## src/ctrl_regs_pkg.sv

```systemverilog
// package for the control register window: map, field layout, reset values, carriers.
// assumes a 32-bit APB master; byte address = 4 * data-memory address.
package ctrl_regs_pkg;

    // control register window in data memory (banks 56..63)
    localparam logic [13:0] WINDOW_LOW       = 14'h3800;
    localparam logic [13:0] WINDOW_HIGH      = 14'h3FFF;
    localparam int          BANK_FIRST       = 56;
    // register locations within data memory, chosen inside the window
    localparam logic [13:0] EXEC_STATE_INDEX = 14'h3FF0;
    localparam logic [13:0] T5_FLAGS_INDEX   = 14'h3FF1;
    // test-event register: software may raise flags for bring-up
    localparam logic [13:0] T5_FORCE_INDEX   = 14'h3FF2;
    localparam int          ADDR_WIDTH       = 16;

    // field positions
    localparam int STATE_HI_POS   = 7;
    localparam int STATE_LO_POS   = 6;
    localparam int GATE_FLAG_POS  = 7;
    localparam int COUNT_FLAG_POS = 6;

    // reset values
    localparam logic [1:0] STATE_RESET = 2'h0;
    localparam logic [1:0] FLAGS_RESET = 2'h0;
    localparam logic [7:0] UNMAPPED_READ = 8'h00;

    // execution context, gray coded along main -> low -> high-from-low
    typedef enum logic [1:0] {
        CTX_MAIN      = 2'b00,
        CTX_LOW       = 2'b01,
        CTX_HIGH_LOW  = 2'b11,
        CTX_HIGH_MAIN = 2'b10
    } ctx_type;

    typedef struct packed {
        logic high_entry;
        logic low_entry;
        logic handler_return;
    } ctx_event_type;

    typedef struct packed {
        logic gate_event;
        logic count_event;
    } t5_event_type;

endpackage

```

## src/exec_state_tracker.sv

```systemverilog
// tracks which execution context the cpu is in, from entry and return pulses.
// assumes one event pulse per cycle at most; core only enters legal handlers.
`timescale 1ns/1ps

module exec_state_tracker
    import ctrl_regs_pkg::*;
(
    input  wire logic                         clk,
    input  wire logic                         resetn,
    input  wire ctrl_regs_pkg::ctx_event_type ev,
    output ctrl_regs_pkg::ctx_type            ctx
);
    import ctrl_regs_pkg::*;

    ctx_type state_r;
    ctx_type state_nxt;

    always_comb begin
        state_nxt = state_r;
        unique case (state_r)
            CTX_MAIN: begin
                if (ev.high_entry) begin
                    state_nxt = CTX_HIGH_MAIN;
                end else if (ev.low_entry) begin
                    state_nxt = CTX_LOW;
                end
            end
            CTX_LOW: begin
                if (ev.high_entry) begin
                    state_nxt = CTX_HIGH_LOW;
                end else if (ev.handler_return) begin
                    state_nxt = CTX_MAIN;
                end
            end
            CTX_HIGH_LOW: begin
                // returning from high falls back into the preempted low handler
                if (ev.handler_return) begin
                    state_nxt = CTX_LOW;
                end
            end
            CTX_HIGH_MAIN: begin
                if (ev.handler_return) begin
                    state_nxt = CTX_MAIN;
                end
            end
        endcase
    end

    always_ff @(posedge clk) begin
        if (!resetn) begin
            state_r <= ctx_type'(STATE_RESET);
        end else begin
            state_r <= state_nxt;
        end
    end

    assign ctx = state_r;

endmodule

```

## src/interrupt_state_and_flag_regs.sv

```systemverilog
// apb slave for the execution-state status and timer-5 event flag registers.
// assumes the core pulses context events and timer 5 pulses its events on clk.
//
// How it works
// - registers live in window 3800h to 3FFFh
// - flag bits clear where a write has 0 unless an event sets them in that cycle, keep their value where it has 1
// - unassigned window addresses read all zeros
// - two-bit read-only state field, reset zero
// - high handler reads 11 or 10
// - low handler reads 01, main 00
// - low six bits read zero
// - gate flag bit 7 sticky until cleared
// - count flag bit 6 sticky until cleared
// - flags set regardless of any enable
//
// The APB interface to the registers and the placing of the registers were chosen for this implementation.
`timescale 1ns/1ps

module interrupt_state_and_flag_regs
    import ctrl_regs_pkg::*;
(
    input  wire logic                         clk,
    input  wire logic                         resetn,
    input  wire logic                         psel,
    input  wire logic                         penable,
    input  wire logic                         pwrite,
    input  wire logic [ctrl_regs_pkg::ADDR_WIDTH-1:0] paddr,
    input  wire logic [31:0]                  pwdata,
    input  wire logic [3:0]                   pstrb,
    output logic      [31:0]                  prdata,
    output logic                              pready,
    output logic                              pslverr,
    input  wire ctrl_regs_pkg::ctx_event_type ctx_event,
    input  wire ctrl_regs_pkg::t5_event_type  t5_event,
    output ctrl_regs_pkg::ctx_type            exec_state,
    output logic                              timer5_gate_event_flag,
    output logic                              timer5_count_event_flag
);
    import ctrl_regs_pkg::*;

    ////////////////////////////////////////////////////////////////////////////
    // address decode

    logic [13:0] word_index;
    logic        in_window;
    logic        hit_state;
    logic        hit_flags;
    logic        hit_force;
    logic        wr_access;

    assign word_index = paddr[15:2];
    assign in_window  = (word_index >= WINDOW_LOW) && (word_index <= WINDOW_HIGH);
    assign hit_state  = in_window && (word_index == EXEC_STATE_INDEX);
    assign hit_flags  = in_window && (word_index == T5_FLAGS_INDEX);
    assign hit_force  = in_window && (word_index == T5_FORCE_INDEX);
    // writes take effect only in the access phase; single-cycle answer
    assign wr_access  = psel && penable && pwrite && pstrb[0];
    assign pready     = 1'b1;
    // outside the window is not our space: flag it rather than alias
    assign pslverr    = psel && penable && !in_window;

    ////////////////////////////////////////////////////////////////////////////
    // execution context

    exec_state_tracker u_tracker (
        .clk    (clk),
        .resetn (resetn),
        .ev     (ctx_event),
        .ctx    (exec_state)
    );

    ////////////////////////////////////////////////////////////////////////////
    // timer-5 event flags

    logic [1:0] flags_r;
    logic [1:0] flags_nxt;
    logic [1:0] hw_set;
    logic [1:0] sw_clear;
    logic [1:0] sw_force;

    // no enable input exists here on purpose: flags record every event
    assign hw_set   = {t5_event.gate_event, t5_event.count_event};
    assign sw_clear = (wr_access && hit_flags) ?
                      ~pwdata[GATE_FLAG_POS:COUNT_FLAG_POS] : 2'h0;
    assign sw_force = (wr_access && hit_force) ?
                      pwdata[GATE_FLAG_POS:COUNT_FLAG_POS] : 2'h0;

    always_comb begin
        flags_nxt = flags_r;
        for (int i = 0; i < 2; i++) begin
            if (hw_set[i] || sw_force[i]) begin
                flags_nxt[i] = 1'b1;
            end else if (sw_clear[i]) begin
                flags_nxt[i] = 1'b0;
            end
        end
    end

    always_ff @(posedge clk) begin
        if (!resetn) begin
            flags_r <= FLAGS_RESET;
        end else begin
            flags_r <= flags_nxt;
        end
    end

    assign timer5_gate_event_flag  = flags_r[1];
    assign timer5_count_event_flag = flags_r[0];

    ////////////////////////////////////////////////////////////////////////////
    // read data, registered so prdata comes from flip-flops

    logic [31:0] rdata_r;
    logic [31:0] rdata_nxt;

    always_comb begin
        rdata_nxt = {24'h000000, UNMAPPED_READ};
        if (psel && !penable && !pwrite) begin
            if (hit_state) begin
                rdata_nxt[STATE_HI_POS:STATE_LO_POS] = exec_state;
            end else if (hit_flags) begin
                rdata_nxt[GATE_FLAG_POS:COUNT_FLAG_POS] = flags_r;
            end
        end else begin
            rdata_nxt = rdata_r;
        end
    end

    always_ff @(posedge clk) begin
        if (!resetn) begin
            rdata_r <= 32'h00000000;
        end else begin
            rdata_r <= rdata_nxt;
        end
    end

    // flag captured at setup; an event arriving in the access cycle shows next read
    assign prdata = rdata_r;

endmodule

```

## config.mk

```make
export PLATFORM = sky130hd
export DESIGN_NAME = interrupt_state_and_flag_regs
export DESIGN_NICKNAME = d
export VERILOG_FILES = /design/src/ctrl_regs_pkg.sv /design/src/exec_state_tracker.sv /design/src/interrupt_state_and_flag_regs.sv
export SDC_FILE = /design/constraint.sdc
export NUM_CORES = 1
export LEC_CHECK = 0
export BUFFER_PORTS_ARGS = -buffer_cell sky130_fd_sc_hd__buf_2
export CAP_MARGIN = 10
export CORE_UTILIZATION = 29
export CTS_CLUSTER_SIZE = 25
export DETAILED_ROUTE_END_ITERATION = 7
export PLACE_DENSITY_LB_ADDON = 0.12
export SLEW_MARGIN = 20
export SYNTH_ARGS = -nofsm -noshare
export SYNTH_HDL_FRONTEND = slang
export SYNTH_SLANG_ARGS = --single-unit
```

## constraint.sdc

```tcl
create_clock -name clk -period 2.3 [get_ports clk]
set_input_delay 0.46 -clock clk [delete_from_list [all_inputs] [get_ports clk]]
set_output_delay 0.46 -clock clk [all_outputs]
set_load 0.03 [all_outputs]
```

==> out/qor.txt, run 1 <==
origin of the worst setup path: paddr[15]
min Tclk post-route: 1.50 ns
global-route total usage across every layer: 11.5%
critical path launch point type: input pin
Post-Syn Instances: 75
std cell rows: 15
fraction of post-synthesis cell area in the top cell type by area: 39.9%
Max Root-Sink Buffers: 2
routability congestion estimate: 0.632
clock transition at the registers of the reported paths: 0.04 ns
final standard cell count with taps included and fillers excluded: 134
endpoint of the worst register-to-register path: u_tracker.ctx[0]$_SDFFE_PN0P_
Antenna Nets Post-Route: 0
achievable clock frequency: 0.665 GHz
antenna violations before repair: 0
dominant synthesized flop cell: sky130_fd_sc_hd__dfxtp_1
main combinational cell family by area after synthesis: buffers and inverters
dpl ws: 0.601 ns
Post-synth top cells: sky130_fd_sc_hd__buf_4 (31), sky130_fd_sc_hd__dfxtp_1 (6), sky130_fd_sc_hd__nand3_1 (6)
Cell Pwr Density: 500 nW/um2
Worst VDD drop: 0.000268 V
number of hold-repair buffers added at the cts stage: 0
Maximum Capacitance Violations: 0
DP Cell Count: 131
area grow syn2layout: 16.3%
clock root buffer: sky130_fd_sc_hd__clkbuf_4
Final Max Slew Viols: 0
worst clock skew: 0.00274 ns
final global-route overflow total: 0
maximum number of pins on one net before global-route repair: 7
Routed WL per cell: 8.17 um
proportion of register bits with asynchronous set or reset after synthesis: 0%
TritonCTS clock tree: done
clock insertion delay at the later pin of the skew report: 0.24 ns
sink count of the clock tree: 6
drt via density: 4.01
setup tns final: 0 ns
total detailed-routing wirelength: 1.10 mm
worst min-delay path category: input pin to flop
layout cells sized above 1: 37.6%
compound-gate portion of the synthesized area: 10.9%
number of buffers added by the clock tree synthesis step: 3
number of flops mapped to enable cells by yosys: 0
number of global-route vias before repair: 461
chip width: 46.8 um
cells taking the most area after synthesis: sky130_fd_sc_hd__buf_4 (40%), sky130_fd_sc_hd__dfxtp_1 (21%), sky130_fd_sc_hd__nand3_1 (5.2%)
Post-Synth XOR/XNOR Area: 0%
Netlist cell types: 22
chip height: 46.8 um
number of iterations in the first detailed-routing pass: 4
Iteration-0 DRC Markers: 7
net count reported at finish: 173
count leader, synth: sky130_fd_sc_hd__buf_4
critical setup path kind: input pin to primary output
sequential area share after synthesis: 20.6%
flop2flop setup slack: 1.39 ns
IO Count: 100
unrepaired setup endpoints after global routing: no
count of cells along the worst register-to-register path: 3
end of the critical path: pslverr
number of fill cells: 213
first-pass GRT wire length: 1.77 mm
arrival time of the worst setup path: 1.04 ns
instance count along the most critical hold path: 2
maximum fanout count along the critical path: 4
sum of net half-perimeters after detailed placement: 948 um
Avg Inst Size Synth: 7.77 um2
total number of vias: 537
H-tree levels: 1
endpoint required time on the critical path: 1.84 ns
Syn. warnings: 0
number of storage elements in the synthesis netlist: 6
Static Leak: 0.356 nW
post-synth top area cell: sky130_fd_sc_hd__buf_4
final setup violating endpoints: 0
arithmetic-cell share of the synthesized area counting full adders, half adders and majority gates: 0%
area share of and/or/nand/nor cells after synthesis: 22.1%
count of port buffers added during placement: 33
final worst path period share: 65.3%
capturing element type of the critical path: primary output
final count of hold timing violations: 0
startpoint of the most critical register-to-register path: u_tracker.ctx[1]$_SDFFE_PN0P_
Resized Gates After CTS: 0
setup fix buffers added after clock tree synthesis: 0
setup slack of the critical path after layout: 0.797 ns
initial core utilization: 32.4%
combined area of all synthesized cells: 583 um2
share of synthesized area spent on multiplexers: 3.86%
result of the run: finished, final reports clean
antenna fix cells: 0
DIE AREA: 2190 um2
number of remaining DRC errors: 0
core region area: 1800 um2
[layer usage]
metal,vias to the layer above,part of all wire (%),track usage (%)
met5,-,0,0
met4,0,0,5.14
met3,0,11,4.62
met2,40,42,17.5
met1,226,47,14.2
li1,271,-,-
[registers in the layout, summed over array words and instances (netlist names)]
name / count
flags_r: 2
prdata: 2
u_tracker.ctx: 2
[how the worst min path moves through the flow]
stage	startpoint	to	slack (ns)
4_1_cts	ctx_event[0]	u_tracker.ctx[1]$_SDFFE_PN0P_	0.42
5_1_grt	ctx_event[0]	u_tracker.ctx[0]$_SDFFE_PN0P_	0.43
6_report	ctx_event[0]	u_tracker.ctx[1]$_SDFFE_PN0P_	0.43
3_3_place_gp	prdata[6]$_SDFFE_PN0P_	prdata[6]$_SDFFE_PN0P_	0.45
2_1_floorplan	ctx_event[0]	u_tracker.ctx[1]$_SDFFE_PN0P_	0.56
3_5_place_dp	prdata[6]$_SDFFE_PN0P_	prdata[6]$_SDFFE_PN0P_	0.46
[report_power, final]
part / total, mW / switching [mW] / leakage (nW) / internal, mW
combinational: 0.131 / 0.101 / 0.293 / 0.0308
sequential: 0.115 / 0.00542 / 0.0495 / 0.110
clock: 0.0921 / 0.0334 / 0.0138 / 0.0587
total: 0.339 / 0.139 / 0.356 / 0.199
[logic make-up after synthesis]
| family | after synthesis |
|---|---|
| simple gates | 21 |
| buf+inv | 33 |
| mux | 2 |
| flops | 6 |
| compound gates | 11 |
| other cells | 2 |
[placed cells by master, fill, tap and decap left out, types with 2 or more instances in the layout]
master,instances
sky130_fd_sc_hd__a21oi_1,5
sky130_fd_sc_hd__a31oi_1,2
sky130_fd_sc_hd__buf_2,33
sky130_fd_sc_hd__clkbuf_4,3
sky130_fd_sc_hd__conb_1,31
sky130_fd_sc_hd__dfxtp_1,6
sky130_fd_sc_hd__inv_1,2
sky130_fd_sc_hd__mux2_2,2
sky130_fd_sc_hd__nand2_1,2
sky130_fd_sc_hd__nand3_1,6
sky130_fd_sc_hd__nand4_1,2
sky130_fd_sc_hd__nor3b_1,2
sky130_fd_sc_hd__nor4_1,2
sky130_fd_sc_hd__o21ai_1,2
[critical path, cell delays in order]
cell and delay, ns:
sky130_fd_sc_hd__buf_2 0.10, sky130_fd_sc_hd__nand3_1 0.13, sky130_fd_sc_hd__and3_1 0.17, sky130_fd_sc_hd__buf_2 0.19
[layout make-up]
cell class	count	area, um2	area share, %
sequential	6	120	17.7
timing repair buffer	33	165	24.4
tap	25	31.3	4.61
inverter	2	7.51	1.11
multi-input combinational	65	332	48.9
clock buffer	3	22.5	3.32
[stage by stage]
| step | power, mW | utilization (%) | instance area, um2 | hold slack, ns |
|---|---|---|---|---|
| floorplan | 0.254 | - | 692 | 0.564 |
| global placement | 0.247 | 36.4 | 656 | 0.450 |
| detailed placement | 0.248 | 36.4 | 656 | 0.462 |
| CTS | 0.346 | 37.6 | 678 | 0.416 |
| global route | 0.365 | 37.6 | 678 | 0.428 |
| finish | 0.339 | 37.6 | 678 | 0.425 |
Power figures use the tool's default switching activity.
==> run 2: changes to the inputs <==
- ABC_AREA: default -> 1
- CORE_UTILIZATION: 29 -> 30
- clock period: 2.3 -> 1.5 ns (I/O delays scaled with it)
==> out/qor.txt, run 2 <==
result of the run: finished, final reports clean
net count reported at finish: 203
clock insertion delay at the later pin of the skew report: 0.25 ns
DIE AREA: 2570 um2
dpl ws: 0.309 ns
commonest non-fill, non-tap cell in the layout: sky130_fd_sc_hd__buf_2
total number of vias: 642
sum of net half-perimeters after detailed placement: 1.15 mm
dominant synthesized flop cell: sky130_fd_sc_hd__dfxtp_1
number of iterations in the first detailed-routing pass: 3
Final Max Slew Viols: 0
achievable clock frequency: 0.852 GHz
arithmetic-cell share of the synthesized area counting full adders, half adders and majority gates: 0%
antenna fix cells: 0
clock root buffer: sky130_fd_sc_hd__clkbuf_4
Resized Gates After CTS: 0
first-pass GRT wire length: 2.14 mm
Maximum Capacitance Violations: 0
Post-Synth XOR/XNOR Area: 0%
number of remaining DRC errors: 0
fraction of power spent switching nets: 43.9%
drt via density: 3.84
count leader, synth: sky130_fd_sc_hd__buf_4
chip width: 50.7 um
arrival time of the worst setup path: 0.87 ns
Slowest Stage Delay on Critical Path: 0.18 ns
Non-Filler Cell Area, Final: 810 um2
global-route total usage across every layer: 11.0%
power share of the sequential group: 32.0%
share of synthesized area spent on multiplexers: 0%
std cell rows: 17
Slowest cell on crit path: sky130_fd_sc_hd__buf_2
final setup violating endpoints: 0
core region area: 2210 um2
Routed WL per cell: 7.45 um
maximum number of pins on one net before global-route repair: 5
post-synth top area cell: sky130_fd_sc_hd__buf_4
worst min-delay path category: input pin to flop
number of flops mapped to enable cells by yosys: 0
final worst path period share: 78.3%
register cell area after layout: 120 um2
maximum fanout count along the critical path: 3
final count of hold timing violations: 0
Internal Pwr Total: 0.313 mW
capturing element type of the critical path: primary output
unrepaired setup endpoints after global routing: no
Cell Pwr Density: 688 nW/um2
critical path launch point type: input pin
count of port buffers added during placement: 33
worst clock skew: 0.00843 ns
critical setup path kind: input pin to primary output
number of hold-repair buffers added at the cts stage: 0
Post-synth top cells: sky130_fd_sc_hd__buf_4 (31), sky130_fd_sc_hd__inv_1 (15), sky130_fd_sc_hd__nand2_1 (15)
Max Root-Sink Buffers: 2
sink count of the clock tree: 6
number of buffers added by the clock tree synthesis step: 3
H-tree levels: 1
combinational fraction of design power: 40.7%
cells taking the most area after synthesis: sky130_fd_sc_hd__buf_4 (33%), sky130_fd_sc_hd__dfxtp_1 (17%), sky130_fd_sc_hd__inv_1 (7.9%)
Antenna Nets Post-Route: 0
final global-route overflow total: 0
IO Count: 100
count of cells along the worst register-to-register path: 3
sequential area share after synthesis: 16.9%
proportion of register bits with asynchronous set or reset after synthesis: 0%
number of global-route vias before repair: 575
Worst VDD drop: 0.000469 V
Syn. warnings: 0
antenna violations before repair: 0
fraction of the core area covered by cells at the end of the flow: 36.6%
clock network fraction of design power: 27.3%
setup tns final: 0 ns
most used cells in the layout excluding fill and tap cells: sky130_fd_sc_hd__buf_2 (33), sky130_fd_sc_hd__conb_1 (31), sky130_fd_sc_hd__inv_1 (15), sky130_fd_sc_hd__nand2_1 (15), sky130_fd_sc_hd__nand3_1 (8)
met2 routed WL: 641 um
area grow syn2layout: 13.9%
Static Leak: 0.479 nW
net switching power: 0.244 mW
total detailed-routing wirelength: 1.24 mm
Post-Syn Instances: 105
Max Used Layer: met4
initial core utilization: 32.1%
Iteration-0 DRC Markers: 5
layout cells sized above 1: 36.0%
detailed-route wire length on metal 1: 476 um
Netlist cell types: 21
min Tclk post-route: 1.17 ns
clock transition at the registers of the reported paths: 0.05 ns
combined area of all synthesized cells: 711 um2
main combinational cell family by area after synthesis: buffers and inverters
setup fix buffers added after clock tree synthesis: 0
instance area after placement: 787 um2
area occupied by multi-input gates: 407 um2
endpoint required time on the critical path: 1.20 ns
fraction of post-synthesis cell area in the top cell type by area: 32.7%
routability congestion estimate: 0.674
Avg Inst Size Synth: 6.77 um2
chip height: 50.7 um
compound-gate portion of the synthesized area: 6.16%
instance count along the most critical hold path: 2
setup slack of the critical path after layout: 0.326 ns
number of fill cells: 281
area share of and/or/nand/nor cells after synthesis: 34.7%
cells traversed along the worst timing path: buf_2, nand3_1, nand3_1, inv_1, buf_2
TritonCTS clock tree: done
number of storage elements in the synthesis netlist: 6
met3 wirelength from detailed routing: 116 um
## run 2: changes by cell type in the layout (fill, tap and decap cells not counted), moves of 2 or more
cell                      before  now
sky130_fd_sc_hd__nand3_1       6    8
sky130_fd_sc_hd__nor2_4        0    3
sky130_fd_sc_hd__nor4_1        2    0
sky130_fd_sc_hd__nor2_2        0    5
sky130_fd_sc_hd__nand4_1       2    4
sky130_fd_sc_hd__o21ai_1       2    0
sky130_fd_sc_hd__nand2_1       2   15
sky130_fd_sc_hd__mux2_2        2    0
sky130_fd_sc_hd__nor3b_1       2    0
sky130_fd_sc_hd__o21ai_0       0    2
sky130_fd_sc_hd__inv_1         2   15
## run 2: power groups by stage
stage	logic (mW)	registers, mW	clock network [mW]
after floorplan	0.211	0.200	0
after global placement	0.225	0.181	0
after detailed placement	0.227	0.181	0
after CTS	0.228	0.178	0.160
after global routing	0.248	0.179	0.166
final	0.227	0.178	0.152
## run 2: worst paths after layout
check                                     start                            end  slack [ns]
setup reg to reg  u_tracker.ctx[1]$_SDFFE_PN0P_  u_tracker.ctx[0]$_SDFFE_PN0P_        0.58
hold / removal                     ctx_event[0]  u_tracker.ctx[1]$_SDFFE_PN0P_        0.23
setup / recovery                      paddr[15]                        pslverr        0.33
hold reg to reg   u_tracker.ctx[1]$_SDFFE_PN0P_  u_tracker.ctx[1]$_SDFFE_PN0P_        0.49
## run 2: cells by family (layout without fill, tap and decap cells)
logic type | after synthesis | in the layout
AO/OA/AOI/OAI | 8 | 8
buffers and inverters | 47 | 52
flip-flops | 6 | 6
other | 2 | 31
AND/OR/NAND/NOR | 42 | 42
## run 2: critical path, delay by kind of cell
family	cells	cell delay [ns]
buffers and inverters	3	0.33
AND/OR/NAND/NOR	2	0.24
## run 2: area by class of cell
type	instances	share of cell area, %
Multi-Input combinational cell	81	50.2
Timing Repair Buffer	33	20.4
Sequential cell	6	14.8
Inverter	16	7.42
Tap cell	28	4.33
Clock buffer	3	2.78
## run 2: metal layers
layer	vias to the layer above	track usage, %
li1	332	-
met3	2	3.94
met1	275	11.9
met4	0	2.78
met2	33	20.0
met5	-	0
## run 2: per-stage QoR
step,hold WS [ns],power [mW],std cells
floorplan,0.391,0.411,134
global placement,0.459,0.406,164
detailed placement,0.481,0.408,164
CTS,0.226,0.566,167
global route,0.229,0.593,167
finish,0.233,0.557,167
==> run 3: changes to the inputs <==
- ABC_AREA: 1 -> 0
- CORE_UTILIZATION: 30 -> 27
- clock period: 1.5 -> 1.1 ns (I/O delays scaled with it)
==> out/qor.txt, run 3 (same netlist as run 1, synthesis figures left out) <==
result of the run: finished, violations left
Slowest Stage Delay on Critical Path: 0.55 ns
number of iterations in the first detailed-routing pass: 2
global-route total usage across every layer: 9.64%
drt via density: 3.94
clock root buffer: sky130_fd_sc_hd__clkbuf_4
area grow syn2layout: 27.3%
Antenna Nets Post-Route: 0
number of remaining DRC errors: 0
overall power consumption: 0.726 mW
Fin Hold WS: 0.179 ns
achievable clock frequency: 0.871 GHz
number of fill cells: 224
core region area: 2000 um2
Non-Filler Cell Area, Final: 742 um2
sink count of the clock tree: 6
fraction of the core area covered by cells at the end of the flow: 37.1%
Iteration-0 DRC Markers: 2
arrival time of the worst setup path: 1.27 ns
Top Family by Delay on Critical Path: simple AND/OR/NAND/NOR gates
chip width: 48.5 um
critical path buffer and inverter count: 1
maximum number of pins on one net before global-route repair: 7
Worst VDD drop: 0.000549 V
chip height: 48.5 um
first-pass GRT wire length: 1.76 mm
sum of net half-perimeters after detailed placement: 983 um
Static Leak: 0.384 nW
routability congestion estimate: 0.672
final worst path period share: 104%
TritonCTS clock tree: done
critical path launch point type: input pin
cells traversed along the worst timing path: buf_6, nand4b_1, or4_4, o21ai_2, a31oi_1
total detailed-routing wirelength: 1.13 mm
min Tclk post-route: 1.15 ns
DIE AREA: 2350 um2
Slowest cell on crit path: sky130_fd_sc_hd__or4_4
number of hold-repair buffers added at the cts stage: 0
unrepaired setup endpoints after global routing: yes
most used cells in the layout excluding fill and tap cells: sky130_fd_sc_hd__conb_1 (31), sky130_fd_sc_hd__buf_2 (31), sky130_fd_sc_hd__dfxtp_1 (6)
H-tree levels: 1
endpoint required time on the critical path: 1.22 ns
antenna fix cells: 0
worst min-delay path category: input pin to flop
instance area after placement: 681 um2
initial core utilization: 29.1%
capturing element type of the critical path: flop
number of buffers added by the clock tree synthesis step: 3
Max Root-Sink Buffers: 2
count of port buffers added during placement: 33
net count reported at finish: 178
setup tns final: -0.0846 ns
worst clock skew: 0.000949 ns
failing checks: setup timing
layout cells sized above 1: 43.0%
Routed WL per cell: 8.01 um
IO Count: 100
antenna violations before repair: 0
setup slack of the critical path after layout: -0.0481 ns
clock transition at the registers of the reported paths: 0.04 ns
final count of hold timing violations: 0
total number of vias: 556
final setup violating endpoints: 2
Maximum Capacitance Violations: 0
Cell Pwr Density: 978 nW/um2
final global-route overflow total: 0
std cell rows: 16
Final Max Slew Viols: 0
clock insertion delay at the later pin of the skew report: 0.24 ns
critical setup path kind: input pin to flop
number of global-route vias before repair: 478
maximum fanout count along the critical path: 2
==> run 3: cell count changes in the layout (fill, tap and decap cells not counted), moves of 3 or more <==
cell / previous run / this run
sky130_fd_sc_hd__buf_4: 0 / 5
sky130_fd_sc_hd__inv_1: 15 / 2
sky130_fd_sc_hd__nand2_1: 15 / 2
sky130_fd_sc_hd__nand3_1: 8 / 5
sky130_fd_sc_hd__nor2_2: 5 / 0
sky130_fd_sc_hd__nor2_4: 3 / 0
==> run 3: through the flow <==
| stage | setup WS (ns) | cells |
|---|---|---|
| floorplan | -0.115 | 104 |
| global placement | -0.260 | 136 |
| detailed placement | -0.291 | 136 |
| CTS | -0.0385 | 141 |
| global route | -0.0675 | 141 |
| finish | -0.0481 | 141 |
==> run 3: layout make-up <==
class                           instances  area, um2  share of cell area, %
Multi-Input combinational cell         65        347                   46.7
Timing Repair Buffer                   38        211                   28.5
Sequential cell                         6        120                   16.2
Tap cell                               27       33.8                   4.55
Clock buffer                            3       22.5                   3.04
Inverter                                2       7.51                   1.01
==> run 3: what timing repair did <==
action,CTS,global route
pin swaps,2,1
endpoints found under the setup margin,2,4
gates resized for setup,1,4
setup buffers,2,0
==> run 3: path summary, 6_finish.rpt <==
check,startpoint,endpoint,slack (ns),depth (start not counted)
min reg2reg,prdata[6]$_SDFFE_PN0P_,prdata[6]$_SDFFE_PN0P_,0.45,2
max reg2reg,u_tracker.ctx[1]$_SDFFE_PN0P_,u_tracker.ctx[0]$_SDFFE_PN0P_,0.19,3
min,ctx_event[0],u_tracker.ctx[1]$_SDFFE_PN0P_,0.18,2
max,paddr[3],flags_r[1]$_SDFFE_PN0P_,-0.05,5
==> run 3: layer usage <==
metal | share of wire, % | routed length (um) | global-route usage (%) | vias to the layer above
met5 | 0 | 0 | 0 | -
met4 | 0 | 0 | 5.88 | 0
met3 | 12 | 141 | 4.40 | 0
met2 | 49 | 551 | 17.1 | 39
met1 | 39 | 436 | 8.97 | 237
li1 | - | - | - | 280
==> run 3: where the power goes <==
group,leakage (nW),switching [mW],internal (mW),total [mW]
combinational,0.321,0.213,0.0754,0.288
clock,0.0138,0.0730,0.123,0.196
sequential,0.0495,0.0113,0.230,0.241
total,0.384,0.297,0.428,0.726
